[src/core/oad_map.vh]
`ifndef OAD_MAP_VH
`define OAD_MAP_VH
`define OAD_WORD_W 44
`define OAD_ADDR_W 10
`define OAD_TANK_W 7
`define OAD_MC_W 3
`define OAD_A1_MSB 43
`define OAD_A2_MSB 33
`define OAD_A3_MSB 23
`define OAD_A4_MSB 13
`define OAD_TYPE_MSB 3
`define OAD_MAG_VIS 3'h1
`define OAD_MAG_HALT 3'h6
`define OAD_SCOPE_W 3
`endif

[src/core/oad_field_split.v]
`timescale 1ns/1ns
// ----------------------------------------
// address field split and increment
// ----------------------------------------
module oad_field_split #(
    parameter AW = 10,
    parameter TW = 7,
    parameter MW = 3
)(
    input wire [AW-1:0] address_field,
    output wire [TW-1:0] tank,
    output wire [MW-1:0] minor,
    output wire [AW-1:0] incremented
);
    assign tank = address_field[AW-1:MW];
    assign minor = address_field[MW-1:0];
    // carry out of the top bit is dropped
    assign incremented = address_field + {{(AW-1){1'b0}}, 1'b1};
endmodule // oad_field_split

[src/core/oad_order_decoder.v]
`timescale 1ns/1ns
`include "oad_map.vh"
module oad_order_decoder #(
    parameter WW = `OAD_WORD_W,
    parameter AW = `OAD_ADDR_W
)(
    input wire clk,
    input wire rst_n,
    input wire order_valid,
    input wire [WW-1:0] order_word,
    input wire inc_request,
    input wire [1:0] inc_select,
    input wire mem_rd_ack,
    input wire [WW-1:0] mem_rd_data,
    input wire initiate,
    output wire order_ready,
    output reg [AW-1:0] mem_rd_addr,
    output reg mem_rd_req,
    output wire mem_wr_en,
    output reg [2:0] mc_count_q,
    output reg [WW-1:0] out_term_a_q,
    output reg [WW-1:0] out_term_b_q,
    output reg out_term_valid_q,
    output reg [2:0] scope_ff_q,
    output reg [WW-1:0] next_order_q,
    output reg next_order_valid_q,
    output reg halted_q,
    output reg alarm_audible_q,
    output reg alarm_visual_q,
    output reg unused_order_q,
    output reg [3:0] type_value_q,
    output reg [AW-1:0] addr_field_inc_q,
    output reg [6:0] tank_q,
    output reg [2:0] minor_q
);
    // ----------------------------------------
    // states
    // ----------------------------------------
    localparam S_IDLE = 3'h0;
    localparam S_V1 = 3'h1;
    localparam S_V2 = 3'h2;
    localparam S_V4 = 3'h3;
    localparam S_HALT = 3'h4;
    localparam S_H4 = 3'h5;

    reg [2:0] state_q;
    reg [WW-1:0] order_q;
    reg [WW-1:0] short_tank_q;
    wire [AW-1:0] a1;
    wire [AW-1:0] a2;
    wire [AW-1:0] a3;
    wire [AW-1:0] a4;
    wire [2:0] mag;
    wire neg;
    wire [AW-1:0] inc_src;
    wire [AW-1:0] inc_res;
    wire [6:0] tank_w;
    wire [2:0] minor_w;

    wire is_unused;
    wire is_show;
    wire is_halt;
    wire [2:0] scope_d;
    reg [2:0] state_d;

    // ----------------------------------------
    // field decode
    // ----------------------------------------
    assign a1 = order_q[`OAD_A1_MSB -: AW];
    assign a2 = order_q[`OAD_A2_MSB -: AW];
    assign a3 = order_q[`OAD_A3_MSB -: AW];
    assign a4 = order_q[`OAD_A4_MSB -: AW];
    assign mag = order_word[`OAD_TYPE_MSB:1];
    assign neg = order_word[0];

    // order-type classes of the offered word
    assign is_unused = (mag == 3'h0);
    assign is_show = neg && (mag == `OAD_MAG_VIS);
    assign is_halt = !neg && (mag == `OAD_MAG_HALT);
    assign order_ready = (state_q == S_IDLE);
    assign mem_wr_en = 1'b0;

    assign inc_src = (inc_select == 2'h0) ? order_word[`OAD_A1_MSB -: AW] :
                     (inc_select == 2'h1) ? order_word[`OAD_A2_MSB -: AW] :
                     (inc_select == 2'h2) ? order_word[`OAD_A3_MSB -: AW] :
                     order_word[`OAD_A4_MSB -: AW];

    oad_field_split #(
        .AW(AW),
        .TW(`OAD_TANK_W),
        .MW(`OAD_MC_W)
    ) u_split (
        .address_field(inc_src),
        .tank(tank_w),
        .minor(minor_w),
        .incremented(inc_res)
    );

    // ----------------------------------------
    // scope select decode
    // ----------------------------------------
    // one flag per scope, picked by the low two bits of the third field
    genvar gs;
    generate
        for (gs = 0; gs < `OAD_SCOPE_W; gs = gs + 1)
        begin : g_scope
            assign scope_d[gs] = ({30'h0, a3[1:0]} == gs + 1);
        end
    endgenerate

    // ----------------------------------------
    // memory read request
    // ----------------------------------------
    always @*
    begin
        mem_rd_req = 1'b0;
        mem_rd_addr = {AW{1'b0}};
        case (state_q)
            S_V1:
            begin
                mem_rd_req = 1'b1;
                mem_rd_addr = a1;
            end
            S_V2:
            begin
                mem_rd_req = 1'b1;
                mem_rd_addr = a2;
            end
            S_V4, S_H4:
            begin
                mem_rd_req = 1'b1;
                mem_rd_addr = a4;
            end
            default:
            begin
                mem_rd_req = 1'b0;
            end
        endcase
    end

    // ----------------------------------------
    // next state
    // ----------------------------------------
    // display and restart steps advance only on a read acknowledge
    always @*
    begin
        state_d = state_q;
        case (state_q)
            S_IDLE:
            begin
                if (order_valid && is_show)
                    state_d = S_V1;
                else if (order_valid && is_halt)
                    state_d = S_HALT;
            end
            S_V1:
            begin
                if (mem_rd_ack)
                    state_d = S_V2;
            end
            S_V2:
            begin
                if (mem_rd_ack)
                    state_d = S_V4;
            end
            S_V4, S_H4:
            begin
                if (mem_rd_ack)
                    state_d = S_IDLE;
            end
            S_HALT:
            begin
                // held here until the operator restarts
                if (initiate)
                    state_d = S_H4;
            end
            default:
            begin
                state_d = S_IDLE;
            end
        endcase
    end

    // ----------------------------------------
    // sequencer
    // ----------------------------------------
    always @(posedge clk)
    begin
        if (!rst_n)
        begin
            state_q <= S_IDLE;
            order_q <= {WW{1'b0}};
            short_tank_q <= {WW{1'b0}};
            mc_count_q <= 3'h0;
            out_term_a_q <= {WW{1'b0}};
            out_term_b_q <= {WW{1'b0}};
            out_term_valid_q <= 1'b0;
            scope_ff_q <= 3'h0;
            next_order_q <= {WW{1'b0}};
            next_order_valid_q <= 1'b0;
            halted_q <= 1'b0;
            alarm_audible_q <= 1'b0;
            alarm_visual_q <= 1'b0;
            unused_order_q <= 1'b0;
            type_value_q <= 4'h0;
            addr_field_inc_q <= {AW{1'b0}};
            tank_q <= 7'h00;
            minor_q <= 3'h0;
        end
        else
        begin
            state_q <= state_d;
            mc_count_q <= mc_count_q + 3'h1;
            out_term_valid_q <= 1'b0;
            next_order_valid_q <= 1'b0;
            unused_order_q <= 1'b0;
            if (inc_request)
            begin
                addr_field_inc_q <= inc_res;
                tank_q <= tank_w;
                minor_q <= minor_w;
            end
            case (state_q)
                S_IDLE:
                begin
                    if (order_valid)
                    begin
                        order_q <= order_word;
                        type_value_q <= order_word[`OAD_TYPE_MSB:0];
                        if (is_unused)
                            unused_order_q <= 1'b1;
                        if (is_halt)
                        begin
                            halted_q <= 1'b1;
                            alarm_audible_q <= 1'b1;
                            alarm_visual_q <= 1'b1;
                        end
                    end
                end
                S_V1:
                begin
                    if (mem_rd_ack)
                    begin
                        short_tank_q <= mem_rd_data;
                    end
                end
                S_V2:
                begin
                    if (mem_rd_ack)
                    begin
                        out_term_a_q <= mem_rd_data;
                        out_term_b_q <= short_tank_q;
                        out_term_valid_q <= 1'b1;
                        scope_ff_q <= scope_d;
                    end
                end
                S_V4, S_H4:
                begin
                    if (mem_rd_ack)
                    begin
                        next_order_q <= mem_rd_data;
                        next_order_valid_q <= 1'b1;
                    end
                end
                S_HALT:
                begin
                    if (initiate)
                    begin
                        halted_q <= 1'b0;
                        alarm_audible_q <= 1'b0;
                        alarm_visual_q <= 1'b0;
                    end
                end
                default:
                begin
                    // stray state: drop any halt indication
                    halted_q <= 1'b0;
                    alarm_audible_q <= 1'b0;
                    alarm_visual_q <= 1'b0;
                end
            endcase
        end
    end
endmodule // oad_order_decoder

[config.mk]
export PLATFORM = sky130hd
export DESIGN_NAME = oad_order_decoder
export DESIGN_NICKNAME = d
export VERILOG_FILES = /design/src/core/oad_field_split.v /design/src/core/oad_order_decoder.v
export VERILOG_INCLUDE_DIRS = /design/src /design/src/core
export SDC_FILE = /design/constraint.sdc
export NUM_CORES = 1
export LEC_CHECK = 0
export BUFFER_PORTS_ARGS = -buffer_cell sky130_fd_sc_hd__buf_4
export CAP_MARGIN = 15
export CORE_MARGIN = 2
export CORE_UTILIZATION = 50
export DETAILED_ROUTE_END_ITERATION = 8
export PLACE_DENSITY_LB_ADDON = 0.25
export SLEW_MARGIN = 30
export SYNTH_ARGS = -nofsm -noshare
export SYNTH_HDL_FRONTEND = slang
export SYNTH_HIERARCHICAL = 1
export SYNTH_SLANG_ARGS = --single-unit
[constraint.sdc]
create_clock -name clk -period 2.2 [get_ports clk]
set_input_delay 0.22 -clock clk [delete_from_list [all_inputs] [get_ports clk]]
set_output_delay 0.22 -clock clk [all_outputs]
set_load 0.05 [all_outputs]
### Word-level counts from Yosys, hierarchy flattened

Index checks and enable logic that the tools add are counted.

| storage, ports and cells | value |
|---|---|
| register bits | 257 |
| bits of input ports | 96 |
| output and inout port bits | 181 |

| cells by class | value |
|---|---|
| add/sub/neg operators | 2 |
| equal/unequal tests | 19 |
| mux-type cells | 18 |
| bitwise logic cells | 1 |
| reductions and logical operators | 19 |

Operator list:

| cell | count |
|---|---|
| two-way mux 10 bit | 3 |
| one-hot mux 10 bit (3 select lines) | 1 |
| two-way mux 3 bit | 6 |
| one-hot mux 3 bit (5 select lines) | 1 |
| AND reduction 2 bit | 6 |
| adder 10 x 1 -> 10 bit, second input constant | 1 |
| inequality test 2 bit, second input constant | 5 |
| == test 3 bit, second input constant | 3 |
| == test 2 bit, second input constant | 3 |
| == test 3 x 1 -> 1 bit, second input constant | 2 |
| == test 3 x 2 -> 1 bit, second input constant | 2 |
| logical NOT 3 bit | 2 |
| two-way mux 1 bit | 6 |
| AND reduction 5 bit | 1 |
| == test 2 x 1 -> 1 bit, second input constant | 2 |
| logical AND 1 bit | 4 |
| AND reduction 4 bit | 1 |
| OR reduction 4 bit | 1 |
| adder 3 x 1 -> 3 bit, second input constant | 1 |
| inequality test 3 x 1 -> 1 bit, second input constant | 1 |
| one-hot mux 1 bit (3 select lines) | 1 |
| AND reduction 3 bit | 1 |
| logical NOT 2 bit | 1 |
| inequality test 2 x 1 -> 1 bit, second input constant | 1 |
| 3 further kinds | 3 |

### Longest topological paths before layout

Gate-level depths: netlist of the first run.

| depth | value |
|---|---|
| word-level depth | 6 |
| gate-level depth with buffers | 8 |
| gate-level depth less buffers | 7 |

### Cells and area by module

Netlist of the first run, hierarchy kept.

By module, submodules not included:

| module | times used | cells an instance | area each (um^2) | seq. area each (um^2) |
|---|---|---|---|---|
| oad_order_decoder | 1 | 1117 | 9766.9 | 4904.7 |
| oad_field_split | 1 | 34 | 239.0 | 0.0 |

### Worst setup path after synthesis of the first run

No wires, ideal clock.

| timing path | value |
|---|---|
| path type | flip-flop to output port |
| start | register state_q[1] |
| end | output port mem_rd_req |
| data arrival time | 1.825 ns |
| setup slack | 0.155 ns |
| stages on the path, launching flop included | 5 |
| buffers on the path | 3 |
| path through | dfxtp_1 > buf_2 > buf_2 > buf_2 > mux2i_1 |

| between the ends | value |
|---|---|
| longest elaborated chain between the ends | 3 |

Ends and longest elaborated chain:

| item | RTL line | RTL |
|---|---|---|
| start, declared | oad_order_decoder.v:46 | `reg [2:0] state_q;` |
| start signal, assigned | oad_order_decoder.v:212 | `state_q <= state_d;` |
| == test 3 x 2 -> 1 bit, or another cell as far along | oad_order_decoder.v:118 | `case (state_q)` |
| OR reduction 4 bit (no line) * | -- |  |
| two-way mux 1 bit * | oad_order_decoder.v:118 |  |
| end, declared | oad_order_decoder.v:18 | `output reg mem_rd_req,` |

Mark *: on every way between the ends. The rest lies on a longest branch, timed or not.

### Worst setup path after layout of the first run

| timing path | value |
|---|---|
| start | register state_q[1] |
| end | output port mem_rd_addr[7] |

| between the ends | value |
|---|---|
| longest elaborated chain between the ends | 3 |

Ends and longest elaborated chain:

| item | RTL line | RTL |
|---|---|---|
| == test 3 x 2 -> 1 bit / == test 3 bit (equally long branches) | oad_order_decoder.v:118 |  |
| OR reduction 2 bit | oad_order_decoder.v:118 |  |
| one-hot mux 10 bit (3 select lines) * | oad_order_decoder.v:118 |  |
| end, declared | oad_order_decoder.v:17 | `output reg [AW-1:0] mem_rd_addr,` |

Marked as above.

==> out/qor.yml, run 1 <==
layout:
  area_growth_pct: 38.1
  drive_gt1_frac: 0.244
  fin_area_um2: 13800
  final_nets: 1551
route:
  drt_iter0_drc: 422
  routedWlPerCell_um: 16.4
  vias: 9014
  route.detailed.drc: 0
  drt_wl_total_um: 28400
  dr.pass1.iters: 5
  ant_nets: 0
  post_drt_via_cell_ratio: 5.19
floorplanning:
  initial_core_util: 0.512
  num_io_pins: 277
  die_area_um2: 21200
  dieWidth_um: 145
  num_rows: 51
  core-area_um2: 19500
  die_y_um: 145
sta:
  period_share: 0.961
  rsz0062_at_grt: "no"
  fin_setup_tns_ns: 0
  fin_skew_ns: 0.00567
  finalSetupViolations: 0
  finalHoldViolCount: 0
  drv_slew: 0
  max_freq_mhz: 473
  fin_crit_ns: 2.11
pwr:
  p_leak_uw: 0.00550
  ir_drop_v: 0.000657
  seqPwrFrac: 0.453
  p_per_area_nw_per_um2: 737
  p_clk_frac: 0.434
  power_frac_comb: 0.113
  p_int_uw: 7740
  p_sw_uw: 2440
  swShare: 0.239
logic_synthesis:
  synthFlopType: "dfxtp_1"
  synth_top_family_by_area: "simple AND/OR/NAND/NOR gates"
  ys_types: 38
  syn_nets: 1249
  synth_compound_area_frac: 0.180
  synthTopCellsByArea: "dfxtp_1, nand2_1, a21boi_0"
  avgSynthCellArea_um2: 8.69
  synth_top_cells_by_count: "nand2_1, dfxtp_1, a21boi_0, a21boi_1, clkbuf_1"
  synth-adder-area-share: 0.00250
  yosys.area.top_type_share: 0.490
  yosysWarnings: 6
  async_flop_share: 0
  synth_xor_area_frac: 0.00963
  synth-simple-area-share: 0.207
  netlist_area_um2: 10000
  ys_seq_area_frac: 0.490
  synthMuxAreaShare: 0.0535
  synth.most_common_cell: "nand2_1"
  synth_enable_flop_cells: 0
  synth_top_cell_by_area: "dfxtp_1"
  ys_seq_elements: 245
  netlist_instances: 1151
global_routing:
  grt_usage: 0.256
  grt_first_pass_wirelength_um: 45200
  grt_antenna_before_repair: 1
  overflow: 0
  grt_pass1_vias: 8759
  grt_max_degree: 73
place:
  place.gp.congestion: 0.828
  portBuffers: 275
  dp_hpwl_um: 18000
  placed_area_um2: 12200
critical_path:
  crit_type: "reg -> out"
  required_ns: 1.98
  arrival_ns: 1.89
  critPathMaxFanout: 20
  startpoint_type: "register"
  cp-end-kind: "output pin"
job:
  cap_violations: 0
run_status:
  status: "complete, no violations"
cts:
  clock_latency_ns: 0.51
  cts_tree: "done"
  root_buffer: "clkbuf_16"
  htree_levels: 1
  max-clock-path-buffers: 3
  numClockSinks: 245
  numCtsBuffers: 26
  path_clk_slew_ns: 0.06
  cts_setup_buffers: 0
worst_hold_path:
  hp-class: "in -> reg"
==> final timing paths <==
path	from	end	slack (ns)	cells after the start
worst min register to register	next_order_q[23]$_SDFFE_PN0P_	next_order_q[23]$_SDFFE_PN0P_	0.45	2
worst min-delay path	order_word[15]	order_q[15]$_SDFFE_PN0P_	0.02	3
worst max register to register	state_q[2]$_SDFFE_PN0P_	unused_order_q$_SDFF_PN0_	0.37	5
worst max-delay path	state_q[1]$_SDFFE_PN0P_	mem_rd_addr[7]	0.09	5
==> layout make-up <==
type                    instances  area (um^2)
diodes                          1         2.50
repair buffers                376         3140
inverters                       5         18.8
flip-flops and latches        245         4910
multi-input cells             799         4560
well taps                     265          332
fillers                      1509         5710
clock inverters                 7          114
clock buffers                  38          747
==> through the flow <==
stage	total power, uW	worst slack [ns]	hold slack [ns]	std cells	util
6_report	10200	0.0850	0.0181	1736	0.708
5_1_grt	10500	0.0196	0.0121	1736	0.708
4_1_cts	10200	0.0157	0.00725	1735	0.707
3_5_place_dp	5730	0.281	0.422	1611	0.623
3_3_place_gp	5710	0.308	0.422	1611	0.623
2_1_floorplan	5360	0.155	0.296	1151	-
==> registers in the layout, summed over array words and instances (netlist names) <==
register / count
next_order_q: 44
out_term_a_q: 44
out_term_b_q: 44
short_tank_q: 44
order_q: 33
addr_field_inc_q: 10
tank_q: 7
mc_count_q: 3
minor_q: 3
scope_ff_q: 3
state_q: 3
type_value_q: 3
alarm_visual_q: 1
next_order_valid_q: 1
out_term_valid_q: 1
unused_order_q: 1
==> power by group through the flow <==
stage / Sequential (uW) / Combinational, uW / Clock, uW
global route: 4620 / 1220 / 4680
detailed placement: 4700 / 1020 / 0
finish: 4610 / 1150 / 4420
global placement: 4700 / 1010 / 0
CTS: 4610 / 1140 / 4490
floorplan: 4850 / 513 / 0
==> per-layer routing <==
| metal | vias to the layer above | track usage | routed length (um) |
|---|---|---|---|
| met5 | - | 0 | 0 |
| met2 | 328 | 0.438 | 13600 |
| li1 | 4354 | - | - |
| met1 | 4253 | 0.308 | 11600 |
| met3 | 79 | 0.0674 | 2100 |
| met4 | 0 | 0.102 | 1150 |
==> cells by family (layout without fill, tap and decap cells) <==
kind of cell | Yosys count | after routing
adders and majority gates | 2 | 2
DFF | 245 | 245
other | 1 | 2
buffers and inverters | 107 | 426
and+or+nand+nor | 504 | 504
xor gates and xnor gates | 11 | 11
AOI/OAI and AO/OA | 240 | 240
muxes | 41 | 41
==> worst max-delay path: stages (launching register included) <==
cell,delay (ns)
dfxtp_1,0.33
buf_4,0.29
mux2i_1,0.12
o22ai_1,0.26
a22o_1,0.19
buf_4,0.19
==> placed cells by master (no fill, tap or decap), types with 11 or more instances in the layout <==
cell type	n
buf_4	287
nand2_1	439
a21boi_1	56
dlygate4sd3_1	79
o22ai_1	11
mux2i_1	31
a21boi_0	159
dfxtp_1	244
clkbuf_16	27
nor2b_1	23
==> what timing repair did <==
item | in CTS | in global routing
hold buffers | 79 | 0
hold endpoints to repair | 164 | 0
setup endpoints to repair | 10 | 8
gates cloned | 0 | 0
gates resized for setup | 1 | 1
(Power assumes the default switching activity.)
==> run 2, diff against run 1 <==
ABC_AREA = 1   (was default)
==> out/qor.yml, run 2 <==
layout:
  fin_area_um2: 13000  # was 13800 um^2
  drive_gt1_frac: 0.243  # was 0.244
  final_nets: 1613  # was 1551
  area_growth_pct: 36.7  # was 38.1%
  layout_common_cells: "nor2_1, buf_4, dfxtp_1, o21ai_0, nand2_1"  # was nand2_1, buf_4, dfxtp_1, a21boi_0, dlygate4sd3_1
  final_common_cell: "nor2_1"  # was nand2_1
cts:
  path_clk_slew_ns: 0.06  # about the same
  numCtsBuffers: 26  # unchanged
  max-clock-path-buffers: 3  # unchanged
  htree_levels: 1  # unchanged
  numClockSinks: 245  # unchanged
  cts_tree: "done"  # unchanged
  root_buffer: "clkbuf_16"  # unchanged
  cts_setup_buffers: 0  # unchanged
  clock_latency_ns: 0.53  # was 0.51 ns
route:
  drt_iter0_drc: 577  # was 422
  drt_wl_total_um: 28500  # was 28400 um
  routedWlPerCell_um: 16.1  # was 16.4 um
  dr.pass1.iters: 5  # unchanged
  route.detailed.drc: 0  # unchanged
  post_drt_via_cell_ratio: 5.19  # about the same
  vias: 9181  # was 9014
  ant_nets: 0  # unchanged
critical_path:
  slowest_stage: "dfxtp_1"  # unchanged
  crit_chain: "inv_2 > nand2_1 > nand2_1 > nand2_4 > inv_16 > nand2_1 > o221ai_1 > buf_4"  # was buf_4 > mux2i_1 > o22ai_1 > a22o_1 > buf_4
  slowest_delay_ns: 0.32  # was 0.33 ns
  path_buf_inv: 3  # was 2
  path_delay_family: "buffers and inverters"  # unchanged
  arrival_ns: 1.89  # about the same
  critPathMaxFanout: 17  # was 20
  crit_type: "reg -> out"  # unchanged
  required_ns: 1.98  # about the same
  cp-end-kind: "output pin"  # unchanged
  startpoint_type: "register"  # unchanged
  cpMostUsedCell: "nand2_1"  # was buf_4
logic_synthesis:
  ys_seq_area_frac: 0.516  # was 0.490
  synth-simple-area-share: 0.234  # was 0.207
  synth-adder-area-share: 0.00263  # was 0.00250
  synth_top_cell_by_area: "dfxtp_1"  # unchanged
  synth_compound_area_frac: 0.163  # was 0.180
  synth_top_family_by_area: "simple AND/OR/NAND/NOR gates"  # unchanged
  async_flop_share: 0  # unchanged
  synthMuxAreaShare: 0  # was 0.0535
  synth_enable_flop_cells: 0  # unchanged
  synth_xor_area_frac: 0.00369  # was 0.00963
  netlist_instances: 1235  # was 1151
  yosys.area.top_type_share: 0.516  # was 0.490
  syn_nets: 1333  # was 1249
  ys_seq_elements: 245  # unchanged
  synthFlopType: "dfxtp_1"  # unchanged
  synth.most_common_cell: "nor2_1"  # was nand2_1
  netlist_area_um2: 9510  # was 10000 um^2
  avgSynthCellArea_um2: 7.70  # was 8.69 um^2
  ys_types: 33  # was 38
  synthTopCellsByArea: "dfxtp_1, nor2_1, o21ai_0"  # was dfxtp_1, nand2_1, a21boi_0
  yosysWarnings: 6  # unchanged
  synth_top_cells_by_count: "nor2_1, dfxtp_1, o21ai_0, nand2_1, nand3_1"  # was nand2_1, dfxtp_1, a21boi_0, a21boi_1, clkbuf_1
floorplanning:
  core-area_um2: 18700  # was 19500 um^2
  die_area_um2: 20100  # was 21200 um^2
  num_io_pins: 277  # unchanged
  die_y_um: 142  # was 145 um
  num_rows: 50  # was 51
  initial_core_util: 0.508  # was 0.512
  dieWidth_um: 142  # was 145 um
sta:
  finalSetupViolations: 0  # unchanged
  finalHoldViolCount: 0  # unchanged
  hold_slack_ns: 0.00948  # was 0.0181 ns
  fin_crit_ns: 2.11  # about the same
  max_freq_mhz: 474  # was 473 MHz
  slew_headroom: 0.447
  fin_setup_tns_ns: 0  # unchanged
  rsz0062_at_grt: "no"  # unchanged
  worst_slack_ns: 0.0906  # was 0.0850 ns
  fin_skew_ns: 0.0212  # was 0.00567 ns
  period_share: 0.959  # was 0.961
  drv_slew: 0  # unchanged
  worst_pin_slew_ns: 0.829
place:
  placed_area_um2: 11600  # was 12200 um^2
  portBuffers: 275  # unchanged
  place.gp.congestion: 0.995  # was 0.828
  dp_hpwl_um: 18700  # was 18000 um
  post-place-ws_ns: 0.184  # was 0.281 ns
global_routing:
  grt_max_degree: 182  # was 73
  grt_usage: 0.271  # was 0.256
  overflow: 0  # unchanged
  grt_first_pass_wirelength_um: 44500  # was 45200 um
  grt_pass1_vias: 8635  # was 8759
  grt_antenna_before_repair: 1  # unchanged
worst_hold_path:
  hp-class: "in -> reg"  # unchanged
run_status:
  status: "complete, no violations"  # unchanged
pwr:
  p_leak_uw: 0.00551  # was 0.00550 uW
  ir_drop_v: 0.000558  # was 0.000657 V
  p_per_area_nw_per_um2: 881  # was 737 nW/um^2
job:
  cap_violations: 0  # unchanged
## run 2: changes by cell type after synthesis, sizes merged, moves of 11 or more
cell    before  now
o22ai       11    0
mux2i       31    0
a21oi        0   84
o21ai        1  186
nand3        9   87
nand2      442  114
a21boi     215    0
inv          5   49
o221ai       0   20
nor2b       24    0
nor2         6  321
## run 2: logic make-up (layout without fill, tap and decap cells)
kind of cell    Yosys count  count (layout)
fa+ha+maj                 2               2
other cells               1               2
flops                   245             245
compound gates          293             293
xor+xnor                  4               4
simple gates            536             536
buf+inv                 154             452
## run 2: cell type report
class | count | area (um^2)
flip-flops and latches | 245 | 4910
clock buffers | 35 | 764
repair inverters | 1 | 8.76
inverters | 50 | 206
clock inverters | 11 | 100
diodes | 1 | 2.50
repair buffers | 355 | 2830
multi-input cells | 836 | 3880
fillers | 1553 | 5710
well taps | 234 | 293
## run 2: metrics by stage
stage               std cells  total power [uW]  utilization
floorplan                1235              6500            -
global placement         1669              7080        0.618
detailed placement       1669              7120        0.618
CTS                      1767             11500        0.694
global route             1768             11900        0.695
finish                   1768             11400        0.695
## run 2: worst paths after layout
path | cells after the start | end | slack (ns) | from
worst max-delay path | 8 | mem_rd_addr[2] | 0.09 | state_q[1]$_SDFFE_PN0P_
worst min-delay path | 3 | order_q[4]$_SDFFE_PN0P_ | 0.009 | order_word[4]
worst min register to register | 1 | scope_ff_q[0]$_SDFFE_PN0P_ | 0.44 | order_q[15]$_SDFFE_PN0P_
worst max register to register | 7 | unused_order_q$_SDFF_PN0_ | 0.26 | state_q[0]$_SDFFE_PN0P_
## run 2: worst register-to-register path, delay by kind of cell (launching register included)
| kind | cells | cell delay (ns) |
|---|---|---|
| buffers and inverters | 3 | 0.95 |
| flip-flops | 1 | 0.41 |
| AND/OR/NAND/NOR | 4 | 0.51 |
## run 2: per-layer routing
layer / wire length, um / vias to the layer above / GRT usage
li1: - / 4589 / -
met3: 2120 / 42 / 0.0661
met4: 623 / 0 / 0.0811
met1: 12000 / 4253 / 0.343
met2: 13700 / 297 / 0.462
met5: 0 / - / 0
## run 2: power breakdown
part	switching (uW)	internal [uW]	total (uW)	leakage, uW
clock network	1760	2550	4310	0.000428
logic	1470	743	2220	0.00309
registers	158	4760	4920	0.00199
## run 2: timing repair
item,in CTS,in global routing
hold buffers,51,0
endpoints found under the setup margin,10,10
gates resized for setup,9,4
gates cloned,1,0
hold endpoints to repair,113,0
pin swaps,0,0
==> run 3, diff against run 2 <==
CORE_ASPECT_RATIO = 1.75   (was default)
==> out/qor.yml, run 3 (synthesis results as in run 2) <==
place:
  dp_hpwl_um: 19200  # was 18700 um
  post-place-ws_ns: 0.0836  # was 0.184 ns
  portBuffers: 275  # unchanged
  placed_area_um2: 11600  # about the same
  place_inst: 1677  # was 1669
  place.gp.congestion: 0.959  # was 0.995
pwr:
  p_sw_uw: 3260  # was 3390 uW
  p_int_uw: 8230  # was 8050 uW
  power_frac_comb: 0.191  # was 0.194
  p_clk_frac: 0.382  # was 0.377
  swShare: 0.284  # was 0.296
  seqPwrFrac: 0.427  # was 0.430
  ir_drop_v: 0.000638  # was 0.000558 V
  p_leak_uw: 0.00537  # was 0.00551 uW
  p_per_area_nw_per_um2: 907  # was 881 nW/um^2
sta:
  slew_headroom: 0.470  # was 0.447
  fin_setup_tns_ns: 0  # unchanged
  finalHoldViolCount: 0  # unchanged
  finalSetupViolations: 0  # unchanged
  fin_crit_ns: 2.09  # was 2.11 ns
  drv_slew: 0  # unchanged
  worst_slack_ns: 0.109  # was 0.0906 ns
  worst_pin_slew_ns: 0.793  # was 0.829 ns
  period_share: 0.951  # was 0.959
  fin_skew_ns: 0.00567  # was 0.0212 ns
  max_freq_mhz: 478  # was 474 MHz
cts:
  htree_levels: 1  # unchanged
  path_clk_slew_ns: 0.07  # was 0.06 ns
  numClockSinks: 245  # unchanged
  max-clock-path-buffers: 3  # unchanged
  root_buffer: "clkbuf_16"  # unchanged
  cts_tree: "done"  # unchanged
  numCtsBuffers: 22  # was 26
  clock_latency_ns: 0.50  # was 0.53 ns
layout:
  post-route-util: 0.682  # was 0.695
  register_area_um2: 4910  # unchanged
  final_common_cell: "nor2_1"  # unchanged
  area_growth_pct: 33.2  # was 36.7%
  diodes: 0  # was 1
  drive_gt1_frac: 0.247  # was 0.243
  fillers: 1610  # was 1553
  multi_input_area_um2: 3890  # was 3880 um^2
  fin_area_um2: 12700  # was 13000 um^2
  final_nets: 1579  # was 1613
  layout_common_cells: "nor2_1, buf_4, dfxtp_1, o21ai_0, nand2_1"  # unchanged
  fin_cells: 1735  # was 1768
global_routing:
  grt_first_pass_wirelength_um: 43600  # was 44500 um
  grt_antenna_before_repair: 0  # was 1
  grt_usage: 0.268  # was 0.271
  grt_max_degree: 142  # was 182
  overflow: 0  # unchanged
  grt_pass1_vias: 8685  # was 8635
route:
  post_drt_via_cell_ratio: 5.19  # about the same
  ant_nets: 0  # unchanged
  drt_iter0_drc: 412  # was 577
  route.detailed.drc: 0  # unchanged
  dr.pass1.iters: 5  # unchanged
  vias: 9005  # was 9181
  routedWlPerCell_um: 16.1  # about the same
  drt_wl_total_um: 27900  # was 28500 um
critical_path:
  path_depth: 8  # unchanged
  crit_path_end: "mem_rd_addr[0]"  # was mem_rd_addr[2]
  crit_chain: "inv_4 > nand2_1 > nand2_1 > nand2_4 > inv_16 > nand2_1 > o221ai_1 > buf_4"  # was inv_2 > nand2_1 > nand2_1 > nand2_4 > inv_16 > nand2_1 > o221ai_1 > buf_4
  slowest_delay_ns: 0.34  # was 0.32 ns
  rr_worst_depth: 7  # unchanged
  slowest_stage: "dfxtp_1"  # unchanged
  cpMostUsedCell: "nand2_1"  # unchanged
  reg2reg_to: "unused_order_q$_SDFF_PN0_"  # unchanged
  path_delay_family: "buffers and inverters"  # unchanged
  path_buf_inv: 3  # unchanged
  r2r_setup_slack_ns: 0.12  # was 0.26 ns
  crit_start: "state_q[1]$_SDFFE_PN0P_"  # unchanged
  r2r-start: "state_q[0]$_SDFFE_PN0P_"  # unchanged
  required_ns: 1.98  # about the same
  arrival_ns: 1.87  # was 1.89 ns
  crit_type: "reg -> out"  # unchanged
  cp-end-kind: "output pin"  # unchanged
  critPathMaxFanout: 16  # was 17
  startpoint_type: "register"  # unchanged
floorplanning:
  core-area_um2: 18600  # was 18700 um^2
  initial_core_util: 0.512  # was 0.508
  die_y_um: 186  # was 142 um
  num_io_pins: 277  # unchanged
  dieWidth_um: 108  # was 142 um
  num_rows: 66  # was 50
  die_area_um2: 20200  # was 20100 um^2
job:
  cap_violations: 0  # unchanged
worst_hold_path:
  hp-class: "in -> reg"  # unchanged
run_status:
  status: "complete, no violations"  # unchanged
-- run 3: timing repair --
item / CTS / global route
endpoints found under the setup margin: 10 / 10
setup buffers: 0 / 2
gates cloned: 0 / 1
gates resized for setup: 6 / 8
endpoints found under the hold margin: 18 / 0
hold buffers: 15 / 0
-- run 3: final cells by class --
type	count	area share
Tap cell	238	0.0235
Sequential cell	245	0.387
Timing Repair inverter	1	0.000691
Inverter	50	0.0163
Timing Repair Buffer	325	0.199
Multi-Input combinational cell	836	0.307
Clock buffer	30	0.0507
Clock inverter	10	0.0160
-- run 3: worst min path at each step --
stage | slack, ns | depth (start not counted) | start | to
global route | 0.008 | 3 | order_word[10] | order_q[10]$_SDFFE_PN0P_
detailed placement | 0.41 | 2 | order_word[3] | unused_order_q$_SDFF_PN0_
floorplan | 0.30 | 1 | order_word[3] | unused_order_q$_SDFF_PN0_
CTS | 0.00008 | 3 | mem_rd_data[36] | short_tank_q[36]$_SDFFE_PN0P_
finish | 0.01 | 3 | mem_rd_data[1] | short_tank_q[1]$_SDFFE_PN0P_
global placement | 0.41 | 2 | order_word[3] | unused_order_q$_SDFF_PN0_
-- run 3: power by group through the flow --
stage	Sequential, uW	Combinational (uW)	Clock, uW
finish	4910	2200	4390
floorplan	5300	1200	0
detailed placement	5000	2130	0
global route	4940	2390	4640
global placement	4990	2100	0
CTS	4900	2170	4450
-- run 3: stage by stage --
step,hold WS (ns),total power [uW]
after floorplan,0.298,6500
after global placement,0.411,7090
after detailed placement,0.415,7130
after CTS,0.0000806,11500
after global routing,0.00783,12000
final,0.00985,11500
-- run 3: worst min-delay path: stages --
cell and delay, ns:
buf_4 0.09, o21ai_0 0.08, nor2_1 0.08
-- run 3: layer usage --
metal,track usage,share of wire,vias to the layer above
met1,0.298,0.36,4122
li1,-,-,4518
met3,0.0594,0.070,68
met2,0.480,0.52,297
met4,0.114,0.041,0
met5,0,0,-
